`src/common/gtc_consts.vh`:
```
// Contract
// Timers 0 and 1 each offer four operating modes chosen by a two-bit mode field of their configuration nibble.
// Mode 0 is an 8-bit counter behind a divide-by-32 prescaler, advancing once per 32 input counts.
// Mode 2 is an 8-bit counter that reloads from a second 8-bit register on each overflow.
// Mode 3 splits timer 0 into an 8-bit timer/counter and a separate 8-bit timer while timer 1 halts; the code halts timer 1 only in its own mode 3.
// With the counter select bit at 0 the count advances once per machine cycle, the clock divided by 12.
// With the counter select bit at 1 the count advances on each falling edge seen on the unit's count pin.
// Falling-edge detection takes two machine cycles, so a count pin may toggle at most at clock/24.
// Timers 0 and 1 can each use their gate pin as a count gate for pulse-width measurement.
// Timer 2 is a 16-bit up/down counter whose select bit picks machine cycles or external events.
// Timer 2 has auto-reload, capture and baud-generator modes, and stops while its run bit is 0.
// In auto-reload, without direction enable it reloads on overflow and on a gated trigger fall; with it, down on 0, up on 1.
// In capture mode timer 2 counts up only and a gated trigger fall copies its count into the reload/capture register.
// In baud-generator mode timer 2 counts clock/2, never sets its overflow flag, and a trigger fall may still flag.
// The mode field encodes mode 0 as 00, mode 1 as 01, mode 2 as 10 and mode 3 as 11.
// Timers 0 and 1 count only while their run bit is set and, when gated, only while their gate pin is high.
`ifndef GTC_CONSTS_VH
`define GTC_CONSTS_VH

// ************************************
// Timing
// ************************************
`define GTC_MCYC_LAST 4'hB
`define GTC_PRESCALE_BITS 5

// ************************************
// Register byte addresses
// ************************************
`define GTC_ADDR_MODECFG 8'h00
`define GTC_ADDR_RUNCTL 8'h04
`define GTC_ADDR_CNT0 8'h08
`define GTC_ADDR_CNT1 8'h0C
`define GTC_ADDR_T2CTL 8'h10
`define GTC_ADDR_T2MODE 8'h14
`define GTC_ADDR_T2CNT 8'h18
`define GTC_ADDR_RELOAD 8'h1C
`define GTC_ADDR_STATUS 8'h20
`define GTC_ADDR_MASK 8'h24

// ************************************
// Field positions
// ************************************
`define GTC_MODE_LO 1:0
`define GTC_CT_LO 2
`define GTC_GATE_LO 3
`define GTC_MODE_HI 5:4
`define GTC_CT_HI 6
`define GTC_GATE_HI 7
`define GTC_T2_CPRL 0
`define GTC_T2_CT 1
`define GTC_T2_RUN 2
`define GTC_T2_TRIGGER_PIN_ENABLE 3
`define GTC_T2_TX_CLOCK_SELECT 4
`define GTC_T2_RX_CLOCK_SELECT 5
`define GTC_ST_TF0 0
`define GTC_ST_TF1 1
`define GTC_ST_TF2 2
`define GTC_ST_EXF2 3

// ************************************
// Encodings and reset values
// ************************************
`define GTC_MODE0 2'b00
`define GTC_MODE1 2'b01
`define GTC_MODE2 2'b10
`define GTC_MODE3 2'b11
`define GTC_RESP_OKAY 2'b00
`define GTC_RESP_SLVERR 2'b10
`define GTC_RST_BYTE 8'h00
`define GTC_RST_WORD 16'h0000

`endif

```
`src/verilog/gtc_pin_sampler.v`:
```
`timescale 1ns/1ps
`include "gtc_consts.vh"

module gtc_pin_sampler #(
  parameter W = 6
) (
  // Clock and reset
  input wire clock,
  input wire reset,
  input wire enable,
  // Machine-cycle sample strobe
  input wire sampleTick,
  // Pins and results
  input wire [W-1:0] pinIn,
  output wire [W-1:0] pinLevel,
  output wire [W-1:0] pinFall
);

  reg [W-1:0] sync1_ff;
  reg [W-1:0] sync2_ff;
  reg [W-1:0] sample_ff;
  reg [W-1:0] fall_ff;

  // Two-stage sync, then one sample per machine cycle
  always @(posedge clock) begin
    if (reset) begin
      sync1_ff <= {W{1'b0}};
      sync2_ff <= {W{1'b0}};
      sample_ff <= {W{1'b0}};
      fall_ff <= {W{1'b0}};
    end else if (enable) begin
      sync1_ff <= pinIn;
      sync2_ff <= sync1_ff;
      if (sampleTick) begin
        sample_ff <= sync2_ff;
        fall_ff <= sample_ff & ~sync2_ff;
      end else begin
        fall_ff <= {W{1'b0}};
      end
    end
  end

  assign pinLevel = sync2_ff;
  assign pinFall = fall_ff;

endmodule

```
`src/verilog/gtc_axil_port.v`:
```
`timescale 1ns/1ps
`include "gtc_consts.vh"

module gtc_axil_port (
  // Clock and reset
  input wire clock,
  input wire reset,
  input wire enable,
  // AXI4-Lite write
  input wire [7:0] awaddr,
  input wire awvalid,
  output wire awready,
  input wire [31:0] wdata,
  input wire [3:0] wstrb,
  input wire wvalid,
  output wire wready,
  output wire [1:0] bresp,
  output wire bvalid,
  input wire bready,
  // AXI4-Lite read
  input wire [7:0] araddr,
  input wire arvalid,
  output wire arready,
  output wire [31:0] rdata,
  output wire [1:0] rresp,
  output wire rvalid,
  input wire rready,
  // Register file side
  output wire wrEn,
  output wire [7:0] wrAddr,
  output wire [31:0] wrData,
  output wire [3:0] wrStrb,
  input wire wrHit,
  output wire [7:0] rdAddr,
  input wire [31:0] rdData,
  input wire rdHit
);

  reg awHave_ff;
  reg [7:0] awAddr_ff;
  reg wHave_ff;
  reg [31:0] wData_ff;
  reg [3:0] wStrb_ff;
  reg bValid_ff;
  reg [1:0] bResp_ff;
  reg rValid_ff;
  reg [31:0] rData_ff;
  reg [1:0] rResp_ff;

  // Handshakes; address and data taken in either order
  assign awready = enable & ~awHave_ff & ~bValid_ff;
  assign wready = enable & ~wHave_ff & ~bValid_ff;
  assign arready = enable & ~rValid_ff;
  assign wrEn = enable & awHave_ff & wHave_ff & ~bValid_ff;
  assign wrAddr = awAddr_ff;
  assign wrData = wData_ff;
  assign wrStrb = wStrb_ff;
  assign rdAddr = araddr;

  // Channel state
  always @(posedge clock) begin
    if (reset) begin
      awHave_ff <= 1'b0;
      awAddr_ff <= 8'h00;
      wHave_ff <= 1'b0;
      wData_ff <= 32'h00000000;
      wStrb_ff <= 4'h0;
      bValid_ff <= 1'b0;
      bResp_ff <= `GTC_RESP_OKAY;
      rValid_ff <= 1'b0;
      rData_ff <= 32'h00000000;
      rResp_ff <= `GTC_RESP_OKAY;
    end else if (enable) begin
      if (awvalid && awready) begin
        awHave_ff <= 1'b1;
        awAddr_ff <= awaddr;
      end
      if (wvalid && wready) begin
        wHave_ff <= 1'b1;
        wData_ff <= wdata;
        wStrb_ff <= wstrb;
      end
      if (wrEn) begin
        awHave_ff <= 1'b0;
        wHave_ff <= 1'b0;
        bValid_ff <= 1'b1;
        bResp_ff <= wrHit ? `GTC_RESP_OKAY : `GTC_RESP_SLVERR;
      end else if (bValid_ff && bready) begin
        bValid_ff <= 1'b0;
      end
      if (arvalid && arready) begin
        rValid_ff <= 1'b1;
        rData_ff <= rdData;
        rResp_ff <= rdHit ? `GTC_RESP_OKAY : `GTC_RESP_SLVERR;
      end else if (rValid_ff && rready) begin
        rValid_ff <= 1'b0;
      end
    end
  end

  assign bvalid = bValid_ff;
  assign bresp = bResp_ff;
  assign rvalid = rValid_ff;
  assign rdata = rData_ff;
  assign rresp = rResp_ff;

endmodule

```
`src/verilog/gtc_timer_set.v`:
```
`timescale 1ns/1ps
`include "gtc_consts.vh"

module gtc_timer_set (
  // Clock, reset, enable
  input wire clock,
  input wire reset,
  input wire clockEnable,
  // AXI4-Lite write
  input wire [7:0] awaddr,
  input wire awvalid,
  output wire awready,
  input wire [31:0] wdata,
  input wire [3:0] wstrb,
  input wire wvalid,
  output wire wready,
  output wire [1:0] bresp,
  output wire bvalid,
  input wire bready,
  // AXI4-Lite read
  input wire [7:0] araddr,
  input wire arvalid,
  output wire arready,
  output wire [31:0] rdata,
  output wire [1:0] rresp,
  output wire rvalid,
  input wire rready,
  // External pins
  input wire countPinZero,
  input wire countPinOne,
  input wire gatePinZero,
  input wire gatePinOne,
  input wire thirdCountPin,
  input wire triggerPin,
  // Outputs
  output wire irq,
  output wire baudOverflow
);

  // ************************************
  // Helpers
  // ************************************

  // Byte-lane merge of a 16-bit counter word
  function [15:0] gtc_merge;
    input [15:0] old;
    input [31:0] data;
    input [3:0] strb;
    begin
      gtc_merge[7:0] = strb[0] ? data[7:0] : old[7:0];
      gtc_merge[15:8] = strb[1] ? data[15:8] : old[15:8];
    end
  endfunction

  // One count step of a general timer, returns {overflow, next}
  function [16:0] gtc_step;
    input [15:0] c;
    input [1:0] m;
    input inc;
    reg [5:0] p;
    reg [8:0] h;
    begin
      p = 6'h00;
      h = 9'h000;
      gtc_step = {1'b0, c};
      if (inc) begin
        case (m)
          `GTC_MODE0: begin
            p = {1'b0, c[4:0]} + 6'h01;
            h = {1'b0, c[15:8]} + {8'h00, p[5]};
            gtc_step = {h[8], h[7:0], c[7:5], p[4:0]};
          end
          `GTC_MODE1: begin
            gtc_step = {1'b0, c} + 17'h00001;
          end
          `GTC_MODE2: begin
            if (c[7:0] == 8'hFF) begin
              gtc_step = {1'b1, c[15:8], c[15:8]};
            end else begin
              gtc_step = {1'b0, c[15:8], c[7:0] + 8'h01};
            end
          end
          default: begin
            gtc_step = {1'b0, c};
          end
        endcase
      end
    end
  endfunction

  // ************************************
  // State
  // ************************************
  reg [3:0] mcDiv_ff;
  reg halfPhase_ff;
  reg [7:0] modeCfg_ff;
  reg [1:0] runCtl_ff;
  reg [15:0] cnt0_ff;
  reg [15:0] cnt1_ff;
  reg [5:0] t2Ctl_ff;
  reg dirEn_ff;
  reg [15:0] cnt2_ff;
  reg [15:0] rcap_ff;
  reg [3:0] stat_ff;
  reg [3:0] mask_ff;
  reg baud_ff;
  reg [15:0] nxt_cnt0;
  reg [15:0] nxt_cnt1;
  reg [15:0] nxt_cnt2;
  reg [15:0] nxt_rcap;
  reg [3:0] setEvt;
  reg [1:0] evt01;
  reg nxt_baud;
  reg [31:0] rdMux;
  reg rdHit;
  reg wrHit;
  reg [16:0] step0;
  reg [16:0] step1;
  reg [8:0] lo0;
  reg [8:0] hi0;

  wire wrEn;
  wire [7:0] wrAddr;
  wire [31:0] wrData;
  wire [3:0] wrStrb;
  wire [7:0] rdAddr;
  wire [5:0] pinLevel;
  wire [5:0] pinFall;

  // ************************************
  // Machine cycle and half-clock ticks
  // ************************************
  wire mcTick = clockEnable & (mcDiv_ff == `GTC_MCYC_LAST);
  wire halfTick = clockEnable & halfPhase_ff;

  gtc_pin_sampler #(
    .W(6)
  ) u_pins (
    .clock(clock),
    .reset(reset),
    .enable(clockEnable),
    .sampleTick(mcTick),
    .pinIn({triggerPin, thirdCountPin, gatePinOne, gatePinZero, countPinOne, countPinZero}),
    .pinLevel(pinLevel),
    .pinFall(pinFall)
  );

  gtc_axil_port u_bus (
    .clock(clock),
    .reset(reset),
    .enable(clockEnable),
    .awaddr(awaddr),
    .awvalid(awvalid),
    .awready(awready),
    .wdata(wdata),
    .wstrb(wstrb),
    .wvalid(wvalid),
    .wready(wready),
    .bresp(bresp),
    .bvalid(bvalid),
    .bready(bready),
    .araddr(araddr),
    .arvalid(arvalid),
    .arready(arready),
    .rdata(rdata),
    .rresp(rresp),
    .rvalid(rvalid),
    .rready(rready),
    .wrEn(wrEn),
    .wrAddr(wrAddr),
    .wrData(wrData),
    .wrStrb(wrStrb),
    .wrHit(wrHit),
    .rdAddr(rdAddr),
    .rdData(rdMux),
    .rdHit(rdHit)
  );

  // ************************************
  // Count enables
  // ************************************
  wire t0Mode3 = modeCfg_ff[`GTC_MODE_LO] == `GTC_MODE3;
  wire gateOk0 = ~modeCfg_ff[`GTC_GATE_LO] | pinLevel[2];
  wire gateOk1 = ~modeCfg_ff[`GTC_GATE_HI] | pinLevel[3];
  wire src0 = modeCfg_ff[`GTC_CT_LO] ? pinFall[0] : mcTick;
  wire src1 = modeCfg_ff[`GTC_CT_HI] ? pinFall[1] : mcTick;
  wire inc0 = clockEnable & runCtl_ff[0] & gateOk0 & src0;
  wire inc1 = clockEnable & runCtl_ff[1] & gateOk1 & src1 & (modeCfg_ff[`GTC_MODE_HI] != `GTC_MODE3);
  wire t0HiInc = runCtl_ff[1] & mcTick;
  wire brg = t2Ctl_ff[`GTC_T2_RX_CLOCK_SELECT] | t2Ctl_ff[`GTC_T2_TX_CLOCK_SELECT];
  wire inc2 = clockEnable & t2Ctl_ff[`GTC_T2_RUN] &
              (t2Ctl_ff[`GTC_T2_CT] ? pinFall[4] : (brg ? halfTick : mcTick));
  wire trig2 = clockEnable & t2Ctl_ff[`GTC_T2_TRIGGER_PIN_ENABLE] & pinFall[5];
  wire cntMax2 = cnt2_ff == 16'hFFFF;

  // ************************************
  // Timers 0 and 1 next state
  // ************************************
  always @* begin
    step0 = gtc_step(cnt0_ff, modeCfg_ff[`GTC_MODE_LO], inc0);
    step1 = gtc_step(cnt1_ff, modeCfg_ff[`GTC_MODE_HI], inc1);
    lo0 = {1'b0, cnt0_ff[7:0]} + {8'h00, inc0};
    hi0 = {1'b0, cnt0_ff[15:8]} + {8'h00, t0HiInc};
    evt01 = 2'b00;
    if (t0Mode3) begin
      nxt_cnt0 = {hi0[7:0], lo0[7:0]};
      evt01[`GTC_ST_TF0] = lo0[8];
      evt01[`GTC_ST_TF1] = hi0[8];
    end else begin
      nxt_cnt0 = step0[15:0];
      evt01[`GTC_ST_TF0] = step0[16];
      evt01[`GTC_ST_TF1] = step1[16];
    end
    nxt_cnt1 = step1[15:0];
    if (wrEn && wrAddr == `GTC_ADDR_CNT0) nxt_cnt0 = gtc_merge(cnt0_ff, wrData, wrStrb);
    if (wrEn && wrAddr == `GTC_ADDR_CNT1) nxt_cnt1 = gtc_merge(cnt1_ff, wrData, wrStrb);
  end

  // ************************************
  // Timer 2 next state
  // ************************************
  always @* begin
    nxt_cnt2 = cnt2_ff;
    nxt_rcap = rcap_ff;
    nxt_baud = 1'b0;
    setEvt = {2'b00, evt01}; // Timer 0/1 flags, one driver
    if (brg) begin
      if (inc2) begin
        nxt_cnt2 = cntMax2 ? rcap_ff : cnt2_ff + 16'h0001;
        nxt_baud = cntMax2;
      end
      setEvt[`GTC_ST_EXF2] = trig2;
    end else if (t2Ctl_ff[`GTC_T2_CPRL]) begin
      if (inc2) begin
        nxt_cnt2 = cnt2_ff + 16'h0001;
        setEvt[`GTC_ST_TF2] = cntMax2;
      end
      if (trig2) begin
        nxt_rcap = cnt2_ff;
        setEvt[`GTC_ST_EXF2] = 1'b1;
      end
    end else if (dirEn_ff) begin
      if (inc2 && pinLevel[5]) begin
        nxt_cnt2 = cntMax2 ? rcap_ff : cnt2_ff + 16'h0001;
        setEvt[`GTC_ST_TF2] = cntMax2;
      end else if (inc2) begin
        nxt_cnt2 = (cnt2_ff == rcap_ff) ? 16'hFFFF : cnt2_ff - 16'h0001;
        setEvt[`GTC_ST_TF2] = cnt2_ff == rcap_ff;
      end
    end else begin
      if (inc2) begin
        nxt_cnt2 = cntMax2 ? rcap_ff : cnt2_ff + 16'h0001;
        setEvt[`GTC_ST_TF2] = cntMax2;
      end
      if (trig2) begin
        nxt_cnt2 = rcap_ff;
        setEvt[`GTC_ST_EXF2] = 1'b1;
      end
    end
    if (wrEn && wrAddr == `GTC_ADDR_T2CNT) nxt_cnt2 = gtc_merge(cnt2_ff, wrData, wrStrb);
    if (wrEn && wrAddr == `GTC_ADDR_RELOAD) nxt_rcap = gtc_merge(rcap_ff, wrData, wrStrb);
  end

  // ************************************
  // Register read and decode
  // ************************************
  always @* begin
    rdHit = 1'b1;
    case (rdAddr)
      `GTC_ADDR_MODECFG: rdMux = {24'h000000, modeCfg_ff};
      `GTC_ADDR_RUNCTL: rdMux = {30'h0, runCtl_ff};
      `GTC_ADDR_CNT0: rdMux = {16'h0000, cnt0_ff};
      `GTC_ADDR_CNT1: rdMux = {16'h0000, cnt1_ff};
      `GTC_ADDR_T2CTL: rdMux = {26'h0, t2Ctl_ff};
      `GTC_ADDR_T2MODE: rdMux = {31'h0, dirEn_ff};
      `GTC_ADDR_T2CNT: rdMux = {16'h0000, cnt2_ff};
      `GTC_ADDR_RELOAD: rdMux = {16'h0000, rcap_ff};
      `GTC_ADDR_STATUS: rdMux = {28'h0000000, stat_ff};
      `GTC_ADDR_MASK: rdMux = {28'h0000000, mask_ff};
      default: begin
        rdMux = 32'h00000000;
        rdHit = 1'b0;
      end
    endcase
    case (wrAddr)
      `GTC_ADDR_MODECFG, `GTC_ADDR_RUNCTL, `GTC_ADDR_CNT0, `GTC_ADDR_CNT1, `GTC_ADDR_T2CTL,
      `GTC_ADDR_T2MODE, `GTC_ADDR_T2CNT, `GTC_ADDR_RELOAD, `GTC_ADDR_STATUS, `GTC_ADDR_MASK: wrHit = 1'b1;
      default: wrHit = 1'b0;
    endcase
  end

  // ************************************
  // Registers
  // ************************************
  wire wrLow = wrEn & wrStrb[0];
  wire [3:0] clrStat = (wrLow && wrAddr == `GTC_ADDR_STATUS) ? wrData[3:0] : 4'h0;

  always @(posedge clock) begin
    if (reset) begin
      mcDiv_ff <= 4'h0;
      halfPhase_ff <= 1'b0;
      modeCfg_ff <= `GTC_RST_BYTE;
      runCtl_ff <= 2'b00;
      cnt0_ff <= `GTC_RST_WORD;
      cnt1_ff <= `GTC_RST_WORD;
      t2Ctl_ff <= 6'h00;
      dirEn_ff <= 1'b0;
      cnt2_ff <= `GTC_RST_WORD;
      rcap_ff <= `GTC_RST_WORD;
      stat_ff <= 4'h0;
      mask_ff <= 4'h0;
      baud_ff <= 1'b0;
    end else if (clockEnable) begin
      mcDiv_ff <= mcTick ? 4'h0 : mcDiv_ff + 4'h1;
      halfPhase_ff <= ~halfPhase_ff;
      cnt0_ff <= nxt_cnt0;
      cnt1_ff <= nxt_cnt1;
      cnt2_ff <= nxt_cnt2;
      rcap_ff <= nxt_rcap;
      baud_ff <= nxt_baud;
      stat_ff <= (stat_ff & ~clrStat) | setEvt; // Set wins over clear
      if (wrLow && wrAddr == `GTC_ADDR_MODECFG) modeCfg_ff <= wrData[7:0];
      if (wrLow && wrAddr == `GTC_ADDR_RUNCTL) runCtl_ff <= wrData[1:0];
      if (wrLow && wrAddr == `GTC_ADDR_T2CTL) t2Ctl_ff <= wrData[5:0];
      if (wrLow && wrAddr == `GTC_ADDR_T2MODE) dirEn_ff <= wrData[0];
      if (wrLow && wrAddr == `GTC_ADDR_MASK) mask_ff <= wrData[3:0];
    end
  end

  // Interrupt level and baud pulse
  assign irq = |(stat_ff & mask_ff);
  assign baudOverflow = baud_ff;

endmodule

```
`config.mk`:
```
export PLATFORM = sky130hd
export DESIGN_NAME = gtc_timer_set
export DESIGN_NICKNAME = d
export VERILOG_FILES = /design/src/verilog/gtc_pin_sampler.v /design/src/verilog/gtc_axil_port.v /design/src/verilog/gtc_timer_set.v
export VERILOG_INCLUDE_DIRS = /design/src /design/src/common
export SDC_FILE = /design/constraint.sdc
export NUM_CORES = 1
export LEC_CHECK = 0
export BUFFER_PORTS_ARGS = -buffer_cell sky130_fd_sc_hd__buf_2
export CORE_ASPECT_RATIO = 0.9
export CORE_MARGIN = 2
export CORE_UTILIZATION = 30
export CTS_CLUSTER_SIZE = 8
export DETAILED_ROUTE_END_ITERATION = 7
export GPL_TIMING_DRIVEN = 0
export PLACE_DENSITY = 0.5
export SYNTH_ARGS = -nofsm -noshare
export SYNTH_HDL_FRONTEND = slang
export SYNTH_HIERARCHICAL = 1
export SYNTH_SLANG_ARGS = --single-unit
```
`constraint.sdc`:
```
create_clock -name clock -period 7.6 [get_ports clock]
set_input_delay 0.76 -clock clock [delete_from_list [all_inputs] [get_ports clock]]
set_output_delay 0.76 -clock clock [all_outputs]
set_load 0.02 [all_outputs]
```
======== Word level (Yosys, flattened, before mapping) ========
Index checks and enable logic that the tools add are counted.
cells by class
  equal/unequal tests ..................... 44
  reductions and logical operators ........ 61
  muxes and demuxes ....................... 57
  bitwise operators ....................... 39
  add/subtract/negate cells ............... 13
operators by type and width
  operator                                                                  number
  16-bit 2-to-1 mux                                                         18
  16-bit one-hot mux with 10 select lines                                   1
  17-bit one-hot mux with 3 select lines                                    2
  17-bit 2-to-1 mux                                                         4
  8-bit by 5-bit == test with 1-bit output (second input constant)          8
  8-bit by 1-bit adder with 9-bit output                                    4
  16-bit by 1-bit adder with 17-bit output (second input constant)          2
  8-bit by 4-bit == test with 1-bit output (second input constant)          4
  8-bit by 6-bit == test with 1-bit output (second input constant)          4
  5-bit AND reduction                                                       6
  2-bit AND reduction                                                       14
  1-bit AND                                                                 23
  1-bit 2-to-1 mux                                                          23
  10-bit OR reduction                                                       2
  2-bit by 1-bit inequality test with 1-bit output (second input constant)  9
  16-bit by 1-bit adder with 16-bit output (second input constant)          1
  8-bit by 1-bit adder with 8-bit output (second input constant)            2
  16-bit == test                                                            1
  16-bit == test (second input constant)                                    1
  8-bit by 3-bit == test with 1-bit output (second input constant)          2
  8-bit == test (second input constant)                                     2
  1-bit logical AND                                                         16
  8-bit logical NOT                                                         2
  8-bit 2-to-1 mux                                                          2
  other kinds (27)                                                          61
storage, ports and cells
  input port bits ......................... 66
  output and inout bits ................... 43
  bits in registers ....................... 185

======== Depth between registers and ports, before layout ========
  word-level depth ........................ 11
  depth in mapped cells ................... 14

======== Hierarchy ========
Netlist, hierarchy kept.
by module, submodules not included
  module           times used  sequential area each (sq um)  cells each  area an instance (sq um)
  gtc_timer_set    1           1901.8                        1280        9036.2
  gtc_axil_port    1           1641.6                        369         3808.7
  gtc_pin_sampler  1           480.5                         92          977.2

======== Least setup slack after synthesis ========
OpenSTA, ideal clock, no wires.
  path type ............................... input port to flip-flop
  from .................................... input clockEnable
  to ...................................... register cnt1_ff[0]
  cell stages on the path ................. 12
  setup slack ............................. 4620 ps
  required time ........................... 7514 ps
  setup time .............................. 86 ps
  buffers on the path ..................... 4
  arrival time ............................ 2894 ps
  cells stage by stage .................... buf_6 > and4b_2 > nor4bb_1 > clkbuf_1 > and3_1 > buf_2 > nand2b_1 > buf_2 > o21bai_1 > a21oi_1 > nor2_1 > a211oi_1
on the way
  word-level cells in the longest chain between the ends .. 6
  elaborated cells between the ends (all ways) .. 15
  those cells by class .................... eq/ne: 1; mux: 2; bitwise: 8; reduce/logical: 4
RTL lines
  what                                                         line                 RTL
  from (decl)                                                  gtc_timer_set.v:8    input wire clockEnable,
  1-bit AND (*) (3 in series)                                  gtc_axil_port.v:54   assign wrEn = enable & awHave_ff & wHave_ff & ~bValid_ff;
  named net wrEn                                               gtc_timer_set.v:122  wire wrEn;
  1-bit logical AND (no source line) (*)                       --
  4-bit nonzero test (no source line) (tied with other cells)  --
  4-bit AND reduction (no source line)                         --
  to (signal assigned)                                         gtc_timer_set.v:305  cnt1_ff <= `GTC_RST_WORD;
  to (signal assigned)                                         gtc_timer_set.v:317  cnt1_ff <= nxt_cnt1;
  to (decl)                                                    gtc_timer_set.v:99   reg [15:0] cnt1_ff;
The timed path passes the listed nets; every way through them passes the cells marked *.
A chain may end at the register's enable or synchronous reset.

======== Worst setup path in the final report ========
  from .................................... register cnt2_ff[1]
  to ...................................... register cnt2_ff[9]
on the way
  word-level cells in the longest chain between the ends .. 8
  elaborated cells between the ends (all ways) .. 15
  those cells by class .................... add/sub: 2; eq/ne: 2; mux: 11
RTL lines
  what                                                              line                                                           RTL
  from (decl)                                                       gtc_timer_set.v:102                                            reg [15:0] cnt2_ff;
  from (signal assigned)                                            gtc_timer_set.v:308                                            cnt2_ff <= `GTC_RST_WORD;
  from (signal assigned)                                            gtc_timer_set.v:318                                            cnt2_ff <= nxt_cnt2;
  16-bit by 1-bit adder with 16-bit output (tied with other cells)  --
  16-bit 2-to-1 mux, on equally long branches                       --
  16-bit 2-to-1 mux, on equally long branches                       gtc_timer_set.v:228, gtc_timer_set.v:251, gtc_timer_set.v:246
  16-bit 2-to-1 mux, on equally long branches                       gtc_timer_set.v:255, gtc_timer_set.v:243
  16-bit 2-to-1 mux                                                 gtc_timer_set.v:242                                            end else if (dirEn_ff) begin
  16-bit 2-to-1 mux                                                 gtc_timer_set.v:233                                            end else if (t2Ctl_ff[`GTC_T2_CPRL]) begin
  16-bit 2-to-1 mux (*)                                             gtc_timer_set.v:227                                            if (brg) begin
  16-bit 2-to-1 mux (*)                                             gtc_timer_set.v:260                                            if (wrEn && wrAddr == `GTC_ADDR_T2CNT) nxt_cnt2 = gtc_merge(cnt2_ff, wrData, wrStrb);
Mark *: on every way between the ends. The rest lies on a longest branch, timed or not. The select of a mux whose other input is x is not followed.

==> impl_metrics.tcl <==
set metrics [dict create \
    outcome "finished, violations left" \
    cts_inserted_buffers 17 \
    diodes 0 \
    synthesis.area_mm2 0.01287 \
    startpoint_type "flop" \
    grt-ovfl-total 0 \
    grt_start_max_net_pins 17 \
    worstMarginPinSlew_ns 1.527 \
    hp-class "reg2reg" \
    start_util 0.3063 \
    final_cell_mix "179 x dfxtp_1, 170 x nor2_1, 132 x nand2_1" \
    cp-end-kind "flop" \
    violations "capacitance limit, slew limit" \
    irDropWorstVdd_mv 0.1482 \
    syn_to_final_growth_pct 13.29 \
    dpl_cell_area_mm2 0.01401 \
    critPathRequiredTime_ns 7.93 \
    path_class "reg2reg" \
    clock_latency_ns 0.46 \
    finalSetupTns_ns 0 \
    avgViaCountPerCell 5.699 \
    worstSetupStartpoint "cnt2_ff[1]$_SDFFE_PP0P_" \
    drive_above_1_share 0.1024 \
    power.density_mw_per_mm2 148.4 \
    fp.dieH_um 200.5 \
    grt_usage 0.2351 \
    clock_skew_ns 0.02006 \
    core-area_mm2 0.04202 \
    p_leak_nw 5.464 \
    final_area_mm2 0.01458 \
    synth_warnings 6 \
    io_pins 109 \
    cts_buffer_depth 2 \
    ant_nets 0 \
    fmax_ghz 0.2627 \
    cts_resized 0 \
    period_needed_ns 3.806 \
    h-tree-depth 4 \
    drv_cap 1 \
    hold_viol_final 0 \
    crit_fanout 10 \
    cp.arrival_ns 4.13 \
    die-area_mm2 0.04457 \
    relSlewSlack -0.02033 \
    rsz0062_at_grt "no" \
    synth_area_per_cell_um2 7.790 \
    netlist_instances 1652 \
    dr.pass1.iters 7 \
    die_x_um 222.3 \
    gp_congestion 0.9927 \
    row_count 71 \
    rr_startpoint "cnt2_ff[1]$_SDFFE_PP0P_" \
    slew_viol_final 7 \
    cts_tree "yes" \
    nNetsFinal 1853 \
    dp_hpwl_um 39480 \
    ctsHoldBuffers 0 \
    drt_iter0_drc 1685 \
    cts_root_buffer "clkbuf_16" \
    wl_per_cell_um 22.70 \
    drc 0 \
    port-buffer-count 79 \
    grt_pass1_wl_um 80600 \
    clkTransAtPathRegs_ns 0.08 \
    cts_setup_buffers 0 \
    finalCritPeriodShare 0.5008 \
    cts_sinks 179 \
    worstHoldStart "u_bus/rdata[9]$_SDFFE_PP0P_" \
    setup_viol 0 \
    grt_pass1_vias 12600 \
    layout_commonest_cell "dfxtp_1" \
    postRouteWirelength_um 52780 \
    via_count 13250 \
    grt_antenna_before_repair 0 \
]
==> report_power, final <==
part           total [mW]  switching (mW)  internal [mW]
sequential          0.987          0.0289          0.958
clock               0.930           0.451          0.479
combinational       0.247           0.148         0.0989
total                2.16           0.628           1.54
==> state kept, by name, summed over array words and instances, names as in the netlist, 2 cells and up <==
name / cells
runCtl_ff: 2
u_bus/wrData: 16
mask_ff: 4
mcDiv_ff: 4
t2Ctl_ff: 6
stat_ff: 4
u_pins/sample_ff: 4
u_pins/sync1_ff: 6
u_pins/pinLevel: 6
u_bus/wrAddr: 8
cnt1_ff: 16
u_bus/rdata: 32
u_bus/wrStrb: 2
u_pins/pinFall: 4
cnt0_ff: 16
modeCfg_ff: 8
cnt2_ff: 16
rcap_ff: 16
==> worst paths after layout <==
path,to,slack (ns),depth (start not counted)
max reg2reg,cnt2_ff[9]$_SDFFE_PP0P_,3.79,9
min,u_bus/rdata[9]$_SDFFE_PP0P_,0.47,2
min reg2reg,u_bus/rdata[9]$_SDFFE_PP0P_,0.47,2
max,cnt2_ff[9]$_SDFFE_PP0P_,3.79,9
==> critical path: stages, from the launching register on <==
cell       delay (ns)
dfxtp_1          0.50
ha_1             0.31
nand3_1          0.41
nor4_4           0.90
clkbuf_1         0.64
nor2_1           0.11
o21ai_1          0.13
o21ai_0          0.13
a2111oi_1        0.45
o31ai_2          0.09
==> stage by stage <==
step / total power, mW / instances / hold WS, ns / setup WS, ns / utilization
CTS: 2.168 / 2325 / 0.4745 / 3.852 / 0.3470
global placement: 1.250 / 2294 / 0.4584 / 3.660 / 0.3334
floorplan: 1.163 / 1668 / 0.4383 / 4.620 / -
detailed placement: 1.251 / 2294 / 0.4618 / 3.702 / 0.3334
global route: 2.235 / 2325 / 0.4806 / 3.587 / 0.3470
finish: 2.163 / 2325 / 0.4687 / 3.794 / 0.3470
==> layer usage <==
metal | wire length (µm) | vias up | part of all wire | track usage
li1 | - | 6185 | - | -
met1 | 23600 | 6355 | 0.45 | 0.3264
met2 | 23600 | 613 | 0.45 | 0.3707
met3 | 4268 | 97 | 0.081 | 0.04245
met4 | 1315 | 0 | 0.025 | 0.06926
met5 | 0 | - | 0 | 0
==> area by class of cell <==
cell class	count	area, µm²
plain buffers	162	808.3
clock buffers	21	460.4
clock inverters	10	110.1
fillers	4473	27440
inverters	29	108.9
multi-input cells	1298	8428
flip-flops and latches	179	3583
well taps	547	684.4
repair buffers	79	395.4
Power figures use the tool's default switching activity.
